<file path="src/verilog/sptg_pkg.sv">
// Constants, register map and types for the steering program transition guard.
// Assumes a single 250 MHz clock and an APB master with 32-bit data.
package sptg_pkg;

  localparam int          NUM_DEV        = 4;
  localparam int          PROG_W         = 8;
  localparam int          SPEED_W        = 10;
  localparam int          POS_W          = 16;
  localparam int          ERR_DEPTH      = 8;
  localparam int          ERR_AW         = 3;
  localparam int          ERR_W          = 16;

  // Program number ranges per steering device
  localparam logic [7:0]  PROG_BASE_WHEEL = 8'h00;
  localparam logic [7:0]  PROG_LAST_WHEEL = 8'h09;
  localparam logic [7:0]  PROG_BASE_HIGH  = 8'h14;
  localparam logic [7:0]  PROG_LAST_HIGH  = 8'h18;
  localparam logic [7:0]  PROG_BASE_LOW   = 8'h19;
  localparam logic [7:0]  PROG_LAST_LOW   = 8'h1D;
  localparam logic [7:0]  PROG_BASE_SETPT = 8'h1E;
  localparam logic [7:0]  PROG_LAST_SETPT = 8'h22;

  localparam logic [9:0]  SPEED_THR_RESET = 10'h032;
  localparam logic [9:0]  SPEED_THR_MAX   = 10'h3E8;
  localparam logic [15:0] NEUTRAL_BAND_RESET = 16'h0010;
  localparam logic [15:0] RIGHT_LIMIT_RESET  = 16'h8000;
  localparam logic [15:0] LEFT_LIMIT_RESET   = 16'h7FFF;

  // Timing
  localparam int          CLOCK_MHZ      = 250;
  localparam int          SWITCH_MAX_MS  = 50;
  localparam int          SWITCH_MAX_CYC = SWITCH_MAX_MS * 1000 * CLOCK_MHZ;
  localparam int          REPORT_MS      = 10;
  localparam int          REPORT_CYC     = REPORT_MS * 1000 * CLOCK_MHZ;

  // APB byte addresses
  localparam logic [7:0]  ADDR_CTRL      = 8'h00;
  localparam logic [7:0]  ADDR_STATE     = 8'h04;
  localparam logic [7:0]  ADDR_THR_BASE  = 8'h08;
  localparam logic [7:0]  ADDR_RIGHT_LIM = 8'h18;
  localparam logic [7:0]  ADDR_LEFT_LIM  = 8'h1C;
  localparam logic [7:0]  ADDR_NEUTRAL   = 8'h20;
  localparam logic [7:0]  ADDR_ACTIVE    = 8'h24;
  localparam logic [7:0]  ADDR_INT_STAT  = 8'h28;
  localparam logic [7:0]  ADDR_INT_EN    = 8'h2C;
  localparam logic [7:0]  ADDR_INT_CLR   = 8'h30;
  localparam logic [7:0]  ADDR_ERR_SEL   = 8'h34;
  localparam logic [7:0]  ADDR_ERR_DATA  = 8'h38;

  // Control and interrupt bit positions
  localparam int          CTRL_RUN       = 0;
  localparam int          CTRL_SAVE      = 1;
  localparam int          INT_ACCEPT     = 0;
  localparam int          INT_REJECT     = 1;
  localparam int          INT_FAULT      = 2;
  localparam int          INT_W          = 3;

  typedef enum logic [1:0] {
    SPTG_IDLE  = 2'b00,
    SPTG_EVAL  = 2'b01,
    SPTG_REPLY = 2'b10
  } sptg_req_st_t;

  typedef enum logic [1:0] {
    SPTG_GREEN  = 2'b00,
    SPTG_YELLOW = 2'b01,
    SPTG_RED    = 2'b10
  } sptg_led_t;

endpackage

</file>
<file path="src/verilog/sptg_tick.sv">
// One-cycle enable pulse every PERIOD clocks.
// Assumes a synchronous active-high reset on the same clock.
`timescale 1ns/100ps
module sptg_tick #(
  parameter int PERIOD = 16
) (
  input  wire logic clk,
  input  wire logic rst,
  output logic      tick
);
  logic [31:0] cnt_q;
  logic [31:0] cnt_d;
  wire         last = (cnt_q == 32'(PERIOD - 1));

  assign cnt_d = last ? 32'h0000_0000 : cnt_q + 32'h0000_0001;

  always_ff @(posedge clk)
  begin
    if (rst)
      cnt_q <= 32'h0000_0000;
    else
      cnt_q <= cnt_d;
  end

  assign tick = last;
endmodule // sptg_tick

</file>
<file path="src/verilog/sptg_guard.sv">
// Steering program transition guard: APB registers, request checker,
// state indicator, periodic report and fault store.
// Condition and fault inputs come from logic on CLOCK, so they pass no synchroniser.
`timescale 1ns/100ps
module sptg_guard
  import sptg_pkg::*;
#(
  parameter int SWITCH_CYC = SWITCH_MAX_CYC,
  parameter int REPORT_PERIOD = REPORT_CYC
) (
  input  wire logic                    CLOCK,
  input  wire logic                    SYS_RST,
  // APB slave
  input  wire logic                    PSEL,
  input  wire logic                    PENABLE,
  input  wire logic                    PWRITE,
  input  wire logic [7:0]              PADDR,
  input  wire logic [31:0]             PWDATA,
  output logic      [31:0]             PRDATA,
  output logic                         PREADY,
  output logic                         PSLVERR,
  output logic                         IRQ,
  // Program switch request and reply
  input  wire logic                    REQ_VALID,
  input  wire logic [PROG_W-1:0]       REQ_PROGRAM,
  output logic                         REQ_READY,
  output logic                         REPLY_VALID,
  output logic      [PROG_W-1:0]       REPLY_PROGRAM,
  // Operating state report
  output logic                         REPORT_VALID,
  output logic      [4*PROG_W-1:0]     REPORT_PROGRAMS,
  output logic      [1:0]              REPORT_STATE,
  // Conditions
  input  wire logic                    SPEED_PRESENT,
  input  wire logic [SPEED_W-1:0]      VEHICLE_SPEED,
  input  wire logic signed [POS_W-1:0] SPOOL_POSITION,
  input  wire logic signed [POS_W-1:0] ACTUATOR_POSITION,
  // Faults
  input  wire logic                    MAJOR_FAULT,
  input  wire logic                    CRITICAL_FAULT,
  input  wire logic                    FAULT_LOG_VALID,
  input  wire logic [ERR_W-1:0]        FAULT_LOG_CODE,
  // Outputs to valve and diagnostics
  output logic                         VALVE_ENABLE,
  output logic                         DIAG_ENABLE,
  output logic                         DIAG_VALID,
  output logic      [ERR_W-1:0]        DIAG_CODE,
  output logic                         LED_GREEN,
  output logic                         LED_YELLOW,
  output logic                         LED_RED
);

  function automatic logic prog_in_range(input logic [PROG_W-1:0] p);
    prog_in_range = (p <= PROG_LAST_WHEEL) ||
                    (p >= PROG_BASE_HIGH && p <= PROG_LAST_SETPT);
  endfunction

  function automatic logic [1:0] prog_device(input logic [PROG_W-1:0] p);
    if (p <= PROG_LAST_WHEEL)
      prog_device = 2'd0;
    else if (p <= PROG_LAST_HIGH)
      prog_device = 2'd1;
    else if (p <= PROG_LAST_LOW)
      prog_device = 2'd2;
    else
      prog_device = 2'd3;
  endfunction

  localparam logic [PROG_W-1:0] PROG_BASE [NUM_DEV] =
    '{PROG_BASE_WHEEL, PROG_BASE_HIGH, PROG_BASE_LOW, PROG_BASE_SETPT};

  // Registers
  logic [1:0]              ctrl_q;
  logic [SPEED_W-1:0]      thr_q [NUM_DEV];
  logic signed [POS_W-1:0] right_lim_q;
  logic signed [POS_W-1:0] left_lim_q;
  logic [POS_W-1:0]        neutral_q;
  logic [PROG_W-1:0]       active_q [NUM_DEV];
  logic [INT_W-1:0]        int_stat_q;
  logic [INT_W-1:0]        int_en_q;
  logic [ERR_AW-1:0]       err_sel_q;
  logic [ERR_AW-1:0]       err_wr_q;
  logic [ERR_W-1:0]        err_mem [ERR_DEPTH];
  logic                    crit_q;
  logic                    major_q;

  sptg_req_st_t            st_q;
  sptg_req_st_t            st_d;
  logic [PROG_W-1:0]       req_prog_q;
  logic                    accept_q;

  // APB decode
  wire       apb_wr    = PSEL && PENABLE && PWRITE;
  wire       apb_rd    = PSEL && !PWRITE;
  wire [3:0] thr_slot  = 4'(PADDR[7:2] - ADDR_THR_BASE[7:2]);
  // Unaligned offsets inside the threshold span must not alias a slot
  wire       hit_thr   = (PADDR >= ADDR_THR_BASE) && (PADDR < ADDR_RIGHT_LIM) &&
                         (PADDR[1:0] == 2'b00);
  wire       addr_ok   = (PADDR[1:0] == 2'b00) && (PADDR <= ADDR_ERR_DATA);

  assign PREADY  = 1'b1;
  assign PSLVERR = PSEL && PENABLE && !addr_ok;

  // Indicator state
  sptg_led_t led;
  assign led = crit_q ? SPTG_RED :
               (major_q || !ctrl_q[CTRL_RUN] || ctrl_q[CTRL_SAVE]) ? SPTG_YELLOW :
               SPTG_GREEN;
  assign LED_GREEN    = (led == SPTG_GREEN);
  assign LED_YELLOW   = (led == SPTG_YELLOW);
  assign LED_RED      = (led == SPTG_RED);
  assign VALVE_ENABLE = (led == SPTG_GREEN);
  assign DIAG_ENABLE  = (led != SPTG_RED);

  // Transition conditions for the held request
  wire [1:0] req_dev   = prog_device(req_prog_q);
  wire [POS_W-1:0] spool_mag = SPOOL_POSITION[POS_W-1] ? POS_W'(-SPOOL_POSITION)
                                                       : POS_W'(SPOOL_POSITION);
  wire cond_speed  = !SPEED_PRESENT || (VEHICLE_SPEED <= thr_q[req_dev]);
  wire cond_spool  = (spool_mag <= neutral_q);
  wire cond_pos    = (ACTUATOR_POSITION >= right_lim_q) &&
                     (ACTUATOR_POSITION <= left_lim_q);
  wire cond_all    = cond_speed && cond_spool && cond_pos &&
                     prog_in_range(req_prog_q) && !crit_q;

  always_comb
  begin
    st_d = st_q;
    case (st_q)
      SPTG_IDLE:  st_d = REQ_VALID ? SPTG_EVAL : SPTG_IDLE;
      SPTG_EVAL:  st_d = SPTG_REPLY;
      SPTG_REPLY: st_d = SPTG_IDLE;
      default:    st_d = SPTG_IDLE;
    endcase
  end

  assign REQ_READY = (st_q == SPTG_IDLE);

  always_ff @(posedge CLOCK)
  begin
    if (SYS_RST)
    begin
      st_q       <= SPTG_IDLE;
      req_prog_q <= 8'h00;
      accept_q   <= 1'b0;
    end
    else
    begin
      st_q <= st_d;
      if (REQ_VALID && REQ_READY)
        req_prog_q <= REQ_PROGRAM;
      if (st_q == SPTG_EVAL)
        accept_q <= cond_all;
    end
  end

  // Active programs, one per steering device
  genvar g;
  generate
    for (g = 0; g < NUM_DEV; g++)
    begin : g_dev
      wire thr_wr = apb_wr && hit_thr && (thr_slot == 4'(g));
      always_ff @(posedge CLOCK)
      begin
        if (SYS_RST)
        begin
          active_q[g] <= PROG_BASE[g];
          thr_q[g]    <= SPEED_THR_RESET;
        end
        else
        begin
          if (st_q == SPTG_EVAL && cond_all && req_dev == 2'(g))
            active_q[g] <= req_prog_q;
          if (thr_wr && PWDATA[15:0] <= 16'(SPEED_THR_MAX))
            thr_q[g] <= PWDATA[SPEED_W-1:0];
        end
      end
      assign REPORT_PROGRAMS[g*PROG_W +: PROG_W] = active_q[g];
    end
  endgenerate

  // Reply, silenced when red
  always_ff @(posedge CLOCK)
  begin
    if (SYS_RST)
    begin
      REPLY_VALID   <= 1'b0;
      REPLY_PROGRAM <= 8'h00;
    end
    else
    begin
      REPLY_VALID <= (st_q == SPTG_EVAL) && cond_all;
      if (st_q == SPTG_EVAL)
        REPLY_PROGRAM <= req_prog_q;
    end
  end

  // Periodic report
  logic report_tick;
  sptg_tick #(.PERIOD(REPORT_PERIOD)) u_report_tick (
    .clk  (CLOCK),
    .rst  (SYS_RST),
    .tick (report_tick)
  );

  always_ff @(posedge CLOCK)
  begin
    if (SYS_RST)
    begin
      REPORT_VALID <= 1'b0;
      REPORT_STATE <= 2'b00;
    end
    else
    begin
      REPORT_VALID <= report_tick && DIAG_ENABLE;
      REPORT_STATE <= led;
    end
  end

  // Fault latches, held until reset; a critical fault never clears on its own
  always_ff @(posedge CLOCK)
  begin
    if (SYS_RST)
    begin
      crit_q  <= 1'b0;
      major_q <= 1'b0;
    end
    else
    begin
      crit_q  <= crit_q || CRITICAL_FAULT;
      major_q <= major_q || MAJOR_FAULT;
    end
  end

  // Persistent fault store, readable at any time, sendable only while yellow
  wire err_sel_wr = apb_wr && (PADDR == ADDR_ERR_SEL);
  always_ff @(posedge CLOCK)
  begin
    if (SYS_RST)
    begin
      err_wr_q   <= 3'h0;
      err_sel_q  <= 3'h0;
      DIAG_VALID <= 1'b0;
      DIAG_CODE  <= 16'h0000;
    end
    else
    begin
      if (FAULT_LOG_VALID)
      begin
        err_mem[err_wr_q] <= FAULT_LOG_CODE;
        err_wr_q          <= err_wr_q + 3'h1;
      end
      if (err_sel_wr)
        err_sel_q <= PWDATA[ERR_AW-1:0];
      DIAG_VALID <= err_sel_wr && LED_YELLOW;
      if (err_sel_wr && LED_YELLOW)
        DIAG_CODE <= err_mem[PWDATA[ERR_AW-1:0]];
    end
  end

  // Control, limits and interrupts
  wire [INT_W-1:0] int_set = {CRITICAL_FAULT || MAJOR_FAULT,
                              (st_q == SPTG_EVAL) && !cond_all,
                              (st_q == SPTG_EVAL) && cond_all};
  wire [INT_W-1:0] int_clr = (apb_wr && PADDR == ADDR_INT_CLR) ? PWDATA[INT_W-1:0] : 3'h0;

  always_ff @(posedge CLOCK)
  begin
    if (SYS_RST)
    begin
      ctrl_q      <= 2'b00;
      right_lim_q <= RIGHT_LIMIT_RESET;
      left_lim_q  <= LEFT_LIMIT_RESET;
      neutral_q   <= NEUTRAL_BAND_RESET;
      int_stat_q  <= 3'h0;
      int_en_q    <= 3'h0;
    end
    else
    begin
      if (apb_wr && PADDR == ADDR_CTRL)
        ctrl_q <= PWDATA[1:0];
      if (apb_wr && PADDR == ADDR_RIGHT_LIM)
        right_lim_q <= PWDATA[POS_W-1:0];
      if (apb_wr && PADDR == ADDR_LEFT_LIM)
        left_lim_q <= PWDATA[POS_W-1:0];
      if (apb_wr && PADDR == ADDR_NEUTRAL)
        neutral_q <= PWDATA[POS_W-1:0];
      if (apb_wr && PADDR == ADDR_INT_EN)
        int_en_q <= PWDATA[INT_W-1:0];
      // Set wins over a clear in the same cycle
      int_stat_q <= (int_stat_q & ~int_clr) | int_set;
    end
  end

  assign IRQ = |(int_stat_q & int_en_q);

  // Read mux
  logic [31:0] rd_data;
  always_comb
  begin
    rd_data = 32'h0000_0000;
    if (hit_thr)
      rd_data = 32'(thr_q[thr_slot[1:0]]);
    else
      case (PADDR)
        ADDR_CTRL:      rd_data = 32'(ctrl_q);
        ADDR_STATE:     rd_data = {28'h000_0000, accept_q, crit_q, 2'(led)};
        ADDR_RIGHT_LIM: rd_data = 32'(unsigned'(right_lim_q));
        ADDR_LEFT_LIM:  rd_data = 32'(unsigned'(left_lim_q));
        ADDR_NEUTRAL:   rd_data = 32'(neutral_q);
        ADDR_ACTIVE:    rd_data = REPORT_PROGRAMS;
        ADDR_INT_STAT:  rd_data = 32'(int_stat_q);
        ADDR_INT_EN:    rd_data = 32'(int_en_q);
        ADDR_ERR_SEL:   rd_data = 32'(err_sel_q);
        ADDR_ERR_DATA:  rd_data = 32'(err_mem[err_sel_q]);
        default:        rd_data = 32'h0000_0000;
      endcase
  end
  assign PRDATA = apb_rd ? rd_data : 32'h0000_0000;
endmodule // sptg_guard

</file>
<file path="config.mk">
export PLATFORM = sky130hd
export DESIGN_NAME = sptg_guard
export DESIGN_NICKNAME = d
export VERILOG_FILES = /design/src/verilog/sptg_pkg.sv /design/src/verilog/sptg_tick.sv /design/src/verilog/sptg_guard.sv
export SDC_FILE = /design/constraint.sdc
export NUM_CORES = 1
export LEC_CHECK = 0
export ABC_CLOCK_PERIOD_IN_PS = 10560
export BUFFER_PORTS_ARGS = -buffer_cell sky130_fd_sc_hd__buf_2
export CORE_MARGIN = 4
export CORE_UTILIZATION = 45
export CTS_CLUSTER_DIAMETER = 120
export DETAILED_ROUTE_END_ITERATION = 8
export PLACE_DENSITY = 0.7
export SYNTH_ARGS = -nofsm -noshare
export SYNTH_HDL_FRONTEND = slang
export SYNTH_SLANG_ARGS = --single-unit
</file>
<file path="constraint.sdc">
create_clock -name CLOCK -period 10.56 [get_ports CLOCK]
set_clock_uncertainty 0.15 [all_clocks]
set_input_delay 0.528 -clock CLOCK [delete_from_list [all_inputs] [get_ports CLOCK]]
set_output_delay 0.528 -clock CLOCK [all_outputs]
set_load 0.02 [all_outputs]
</file>
# Yosys cells after proc, flatten, opt, wreduce, memory -nomap -nowiden
# Memory sizes are Yosys's and may differ from the RTL's. A register that Yosys moved wholly into a read port is not among the register bits.
# Index checks and enable logic that the tools add are counted.
op_classes:
  magnitude_cmp: 13
  bitwise: 12
  n_eq_ne: 21
  mux: 51
  add_sub_neg: 4
  n_reduce_logical: 59
ops:
  columns: ["operator", "n"]
  rows:
  - ["$pmux 32 s10", 1]
  - ["$mux 32", 2]
  - ["$eq 8x6->1 const B", 7]
  - ["$mux 10", 4]
  - ["$logic_and 1x1->1", 38]
  - ["$add 32x1->32 const B", 1]
  - ["$eq 32x22->1 const B", 1]
  - ["$le 16x16->1", 2]
  - ["$mux 1", 32]
  - ["$mux 8", 4]
  - ["$eq 8x5->1 const B", 2]
  - ["$ge 16x16->1", 1]
  - ["$le 16x10->1 const B", 1]
  - ["$le 8x5->1 const B", 2]
  - ["$le 8x6->1 const B", 2]
  - ["$mux 16", 1]
  - ["$neg 16->16", 1]
  - ["$le 10x10->1", 1]
  - ["$mux 3", 3]
  - ["$eq 4x2->1 const B", 2]
  - ["$eq 8x3->1 const B", 1]
  - ["$ge 8x4->1 const B", 1]
  - ["$ge 8x5->1 const B", 1]
  - ["$le 8x4->1 const B", 1]
  - ["20 further kinds", 48]
totals:
  ram_bits: 200
  elab_cells: 182
  reg_bits: 120
  in_bits: 116
  output_inout_bits: 102
  mem_count: 3
mem_list:
  columns: ["memory", "depth", "word_bits", "rd", "rd_ports_with_merged_regs", "wr", "line_no", "source"]
  rows:
  - ["err_mem", 8, 16, 2, 2, 1, "sptg_guard.sv:83", "logic [ERR_W-1:0] err_mem [ERR_DEPTH];"]
  - ["thr_q", 4, 10, 2, 0, 4, "sptg_guard.sv:74", "logic [SPEED_W-1:0] thr_q [NUM_DEV];"]
  - ["active_q", 4, 8, 4, 0, 4, "sptg_guard.sv:78", "logic [PROG_W-1:0] active_q [NUM_DEV];"]

# Logic depth before layout (Yosys ltp)
# An unclocked memory read counts as a cell.
logic_depth:
  word_depth: 17
  mapped_depth: 17

# By module
# From an unflattened synthesis, not the netlist that was laid out.
unflattened:
  hier_cells: 1492
  hier_area_um2: 17060.1
by_module_without_submodules:
  columns: ["module", "cells_per_inst", "n_inst", "area_per_inst_um2", "seq_area_each_um2"]
  rows:
  - ["sptg_guard", 1312, 1, 15501.1, 8147.8]
  - ["sptg_tick", 180, 1, 1559.0, 640.6]

# Least setup slack after synthesis
# Ideal clock, no wire load.
synth_path:
  path_type: "in2reg"
  startpoint: "in SPOOL_POSITION[3]"
  endpoint: "mem active_q[0][0], enable pin"
  stages: 14
  path_buffers: 0
  required_time_ns: 10.026
  path_slack_ns: 5.946
  arrival_ns: 4.080
  cell_sequence: "or4_1 nor4_1 nand3b_1 or2_1 o21ai_0 xnor2_1 ha_1 nand3_1 nor4_1 and4_1 a31oi_1 a311oi_1 nand4_1 o21ai_0"
synth_rtl:
  columns: ["element", "line_no", "source"]
  rows:
  - ["start, declared", "sptg_guard.sv:36", "input wire logic signed [POS_W-1:0] SPOOL_POSITION,"]
  - ["end, declared", "sptg_guard.sv:78", null]

==> impl_metrics.tcl <==
set metrics [dict create \
    outcome "finished, final reports clean" \
    ant_nets 0 \
    drc 0 \
    crit_path_end_kind "register" \
    hold_start "REQ_PROGRAM[3]" \
    worstMarginPinSlew_ns 1.186 \
    fin_crit_ns 5.684 \
    crit_chain "nor3_1 -> o21ai_1 -> a222oi_1 -> a21boi_0 -> ha_1 -> a21oi_1 -> a21oi_1 -> a2111o_1 -> a311oi_1 -> nand4_1 -> o21ai_0" \
    synth_area_leader_cell "edfxtp_1" \
    setup_slack_ns 4.876 \
    maxCapViolCount 0 \
    io_pins 218 \
    multi_input_area_mm2 0.007545 \
    cp_common_cell "a21oi_1" \
    hold_viol 0 \
    start_util 0.4588 \
    cts_made_buffers 39 \
    power_leakage_nw 7.243 \
    clock_path_buffers 3 \
    post_cts_buffers 0 \
    core_area_mm2 0.03679 \
    ctsHoldBuffers 0 \
    r2r_start "req_prog_q[5]$_SDFFE_PP0P_" \
    place_ws_ns 4.782 \
    io_buffers 200 \
    grt_pass1_wl_mm 71.68 \
    post_cts_resized 0 \
    syn-cell-area_mm2 0.01688 \
    num_rows 70 \
    num-fill-cells 3167 \
    ys_seq_area_frac 0.5208 \
    finalWeightedCongestion 0.8879 \
    critPathLaunchType "register" \
    grt_max_degree 73 \
    drv_slew 0 \
    antenna_found_initial 5 \
    synth.distinct_cells 74 \
    avgSynthCellArea_um2 11.42 \
    critical_path_class "register to register" \
    worstPathArrival_ns 5.69 \
    vdd_ir_drop_max_mv 0.1186 \
    regArea_mm2 0.008791 \
    ys_seq_elements 339 \
    fin_area_mm2 0.01955 \
    crit_path_max_fanout 8 \
    die_w_um 201.7 \
    hold-path-cell-count 3 \
    reg2reg_depth 11 \
    track_usage 0.2231 \
    synth_top_cell_area_share 0.3559 \
    clkLatencyLatePin_ns 0.54 \
    routedWlPerCell_um 21.57 \
    post_dp_cell_area_mm2 0.01829 \
    ys_top_cells_by_area "edfxtp_1 36%, dfxtp_1 16%, mux4_2 10%" \
    dr.pass1.iters 8 \
    setup_violations 0 \
    clk_pin_slew_ns 0.06 \
    root_buffer "clkbuf_16" \
    min_to "req_prog_q[3]$_SDFFE_PP0P_" \
    timing.rr.end "active_q[3][3]$_SDFFCE_PN1P_" \
    viasPerCell 5.905 \
    synth_edf_count 200 \
    rsz0062_at_grt "false" \
    period_share 0.5382 \
    dpl.hpwl_mm 33.01 \
    cp_slowest_stage_delay_ns 1.02 \
    gr-total-overflow 0 \
    die_h_um 201.7 \
    r2r_slack_ns 4.88 \
    ys_warn_count 0 \
    cts.sinks 339 \
    vias 12779 \
    wl_mm 46.67 \
    async_reset_ff_frac 0 \
    maxSlewHeadroom 0.2051 \
    htree_num_levels 2 \
    area_growth_pct 15.84 \
    dieArea_mm2 0.04066 \
    drive_above_1_share 0.2374 \
    final_common_cell "edfxtp_1" \
    fmax_ghz 0.1759 \
    grt_pass1_vias 12600 \
    syn_inst 1478 \
    dr.first_iter.drc_count 1365 \
    ys.flop_type "edfxtp_1" \
    fin_tns_setup_ns 0 \
    mostFrequentLayoutCells "200 x edfxtp_1, 199 x buf_2, 192 x nand2_1" \
    required_ns 10.56 \
    power-per-cell-area_mw_per_mm2 153.7 \
    layout.nets 1841 \
    min_path_type "input port to register" \
    crit_slowest_cell "o21ai_0" \
    cts_tree "done" \
]
==> metrics by stage <==
stage          total power [mW]    util  instances  hold WS [ns]
5_1_grt                   3.106  0.5313       2162       0.09437
4_1_cts                   3.021  0.5313       2161       0.06920
2_1_floorplan             1.621       -       1492        0.2675
6_report                  3.004  0.5315       2164       0.08194
3_3_place_gp              1.713  0.4972       2089        0.2772
3_5_place_dp              1.720  0.4972       2089        0.2896
==> cells in the mapped netlist (31+ instances only) <==
cell type,n
edfxtp_1,200
nand2_1,192
dfxtp_1,139
nor2_1,106
a21oi_1,75
mux4_2,75
inv_1,67
ha_1,63
clkbuf_1,52
and2_1,50
o21ai_0,36
nand3_1,31
==> worst max-delay path: cells and delay by family, from the launching register on <==
| kind | cells | cell delay (ns) |
|---|---|---|
| DFF | 1 | 0.40 |
| AOI/OAI and AO/OA | 8 | 3.39 |
| and+or+nand+nor | 2 | 1.01 |
| adders and majority gates | 1 | 0.34 |
==> routing by layer <==
| layer | vias up | global-route usage | part of all wire |
|---|---|---|---|
| met5 | - | 0 | 0.00056 |
| met4 | 4 | 0.07495 | 0.032 |
| met3 | 101 | 0.04996 | 0.089 |
| met2 | 584 | 0.3592 | 0.46 |
| met1 | 6230 | 0.3012 | 0.41 |
| li1 | 5860 | - | - |
==> state kept, by name (all words and copies together) (netlist names), 2 cells and up, named ones only <==
name                 cells
u_report_tick.cnt_q     32
ctrl_q                   2
st_q                     2
err_sel_q                3
thr_q                   40
err_wr_q                 3
DIAG_CODE               16
REPLY_PROGRAM            8
REPORT_STATE             2
neutral_q               16
left_lim_q              16
active_q                32
req_prog_q               8
int_stat_q               3
int_en_q                 3
right_lim_q             16
err_mem                128
==> area by class of cell <==
type	count	share of cell area
antenna	3	0.0003840
clock buffer	56	0.05792
clock inverter	16	0.006208
inverter	67	0.01286
multi-input combinational	1000	0.3859
sequential	339	0.4497
tap	468	0.02995
timing repair buffer	215	0.05709
==> logic make-up after synthesis <==
group,after synthesis,synth area share
XOR/XNOR,44,0.02283
buffers and inverters,153,0.03759
AND/OR/NAND/NOR,509,0.1464
other,2,0.0004450
adder cells (fa/ha/maj),63,0.04671
AO/OA/AOI/OAI,246,0.09601
flip-flops,339,0.5208
multiplexers,122,0.1292
==> power by group <==
group | switching [mW] | total (mW) | internal [mW]
Sequential | 0.0211 | 1.45 | 1.43
Combinational | 0.153 | 0.248 | 0.0952
Clock | 0.535 | 1.31 | 0.773
==> worst max path at each step <==
stage                               startpoint                           end  cells after the start
floorplan                    SPOOL_POSITION[3]  active_q[0][0]$_SDFFCE_PN0P_                     14
global placement             SPOOL_POSITION[3]  active_q[2][0]$_SDFFCE_PN1P_                     15
detailed placement           SPOOL_POSITION[3]  active_q[2][3]$_SDFFCE_PN1P_                     15
CTS                 req_prog_q[5]$_SDFFE_PP0P_  active_q[2][5]$_SDFFCE_PN0P_                     11
global route        req_prog_q[5]$_SDFFE_PP0P_  active_q[2][2]$_SDFFCE_PN0P_                     11
finish              req_prog_q[5]$_SDFFE_PP0P_  active_q[3][3]$_SDFFCE_PN1P_                     11
No activity file was read; power rests on OpenSTA's default activity.
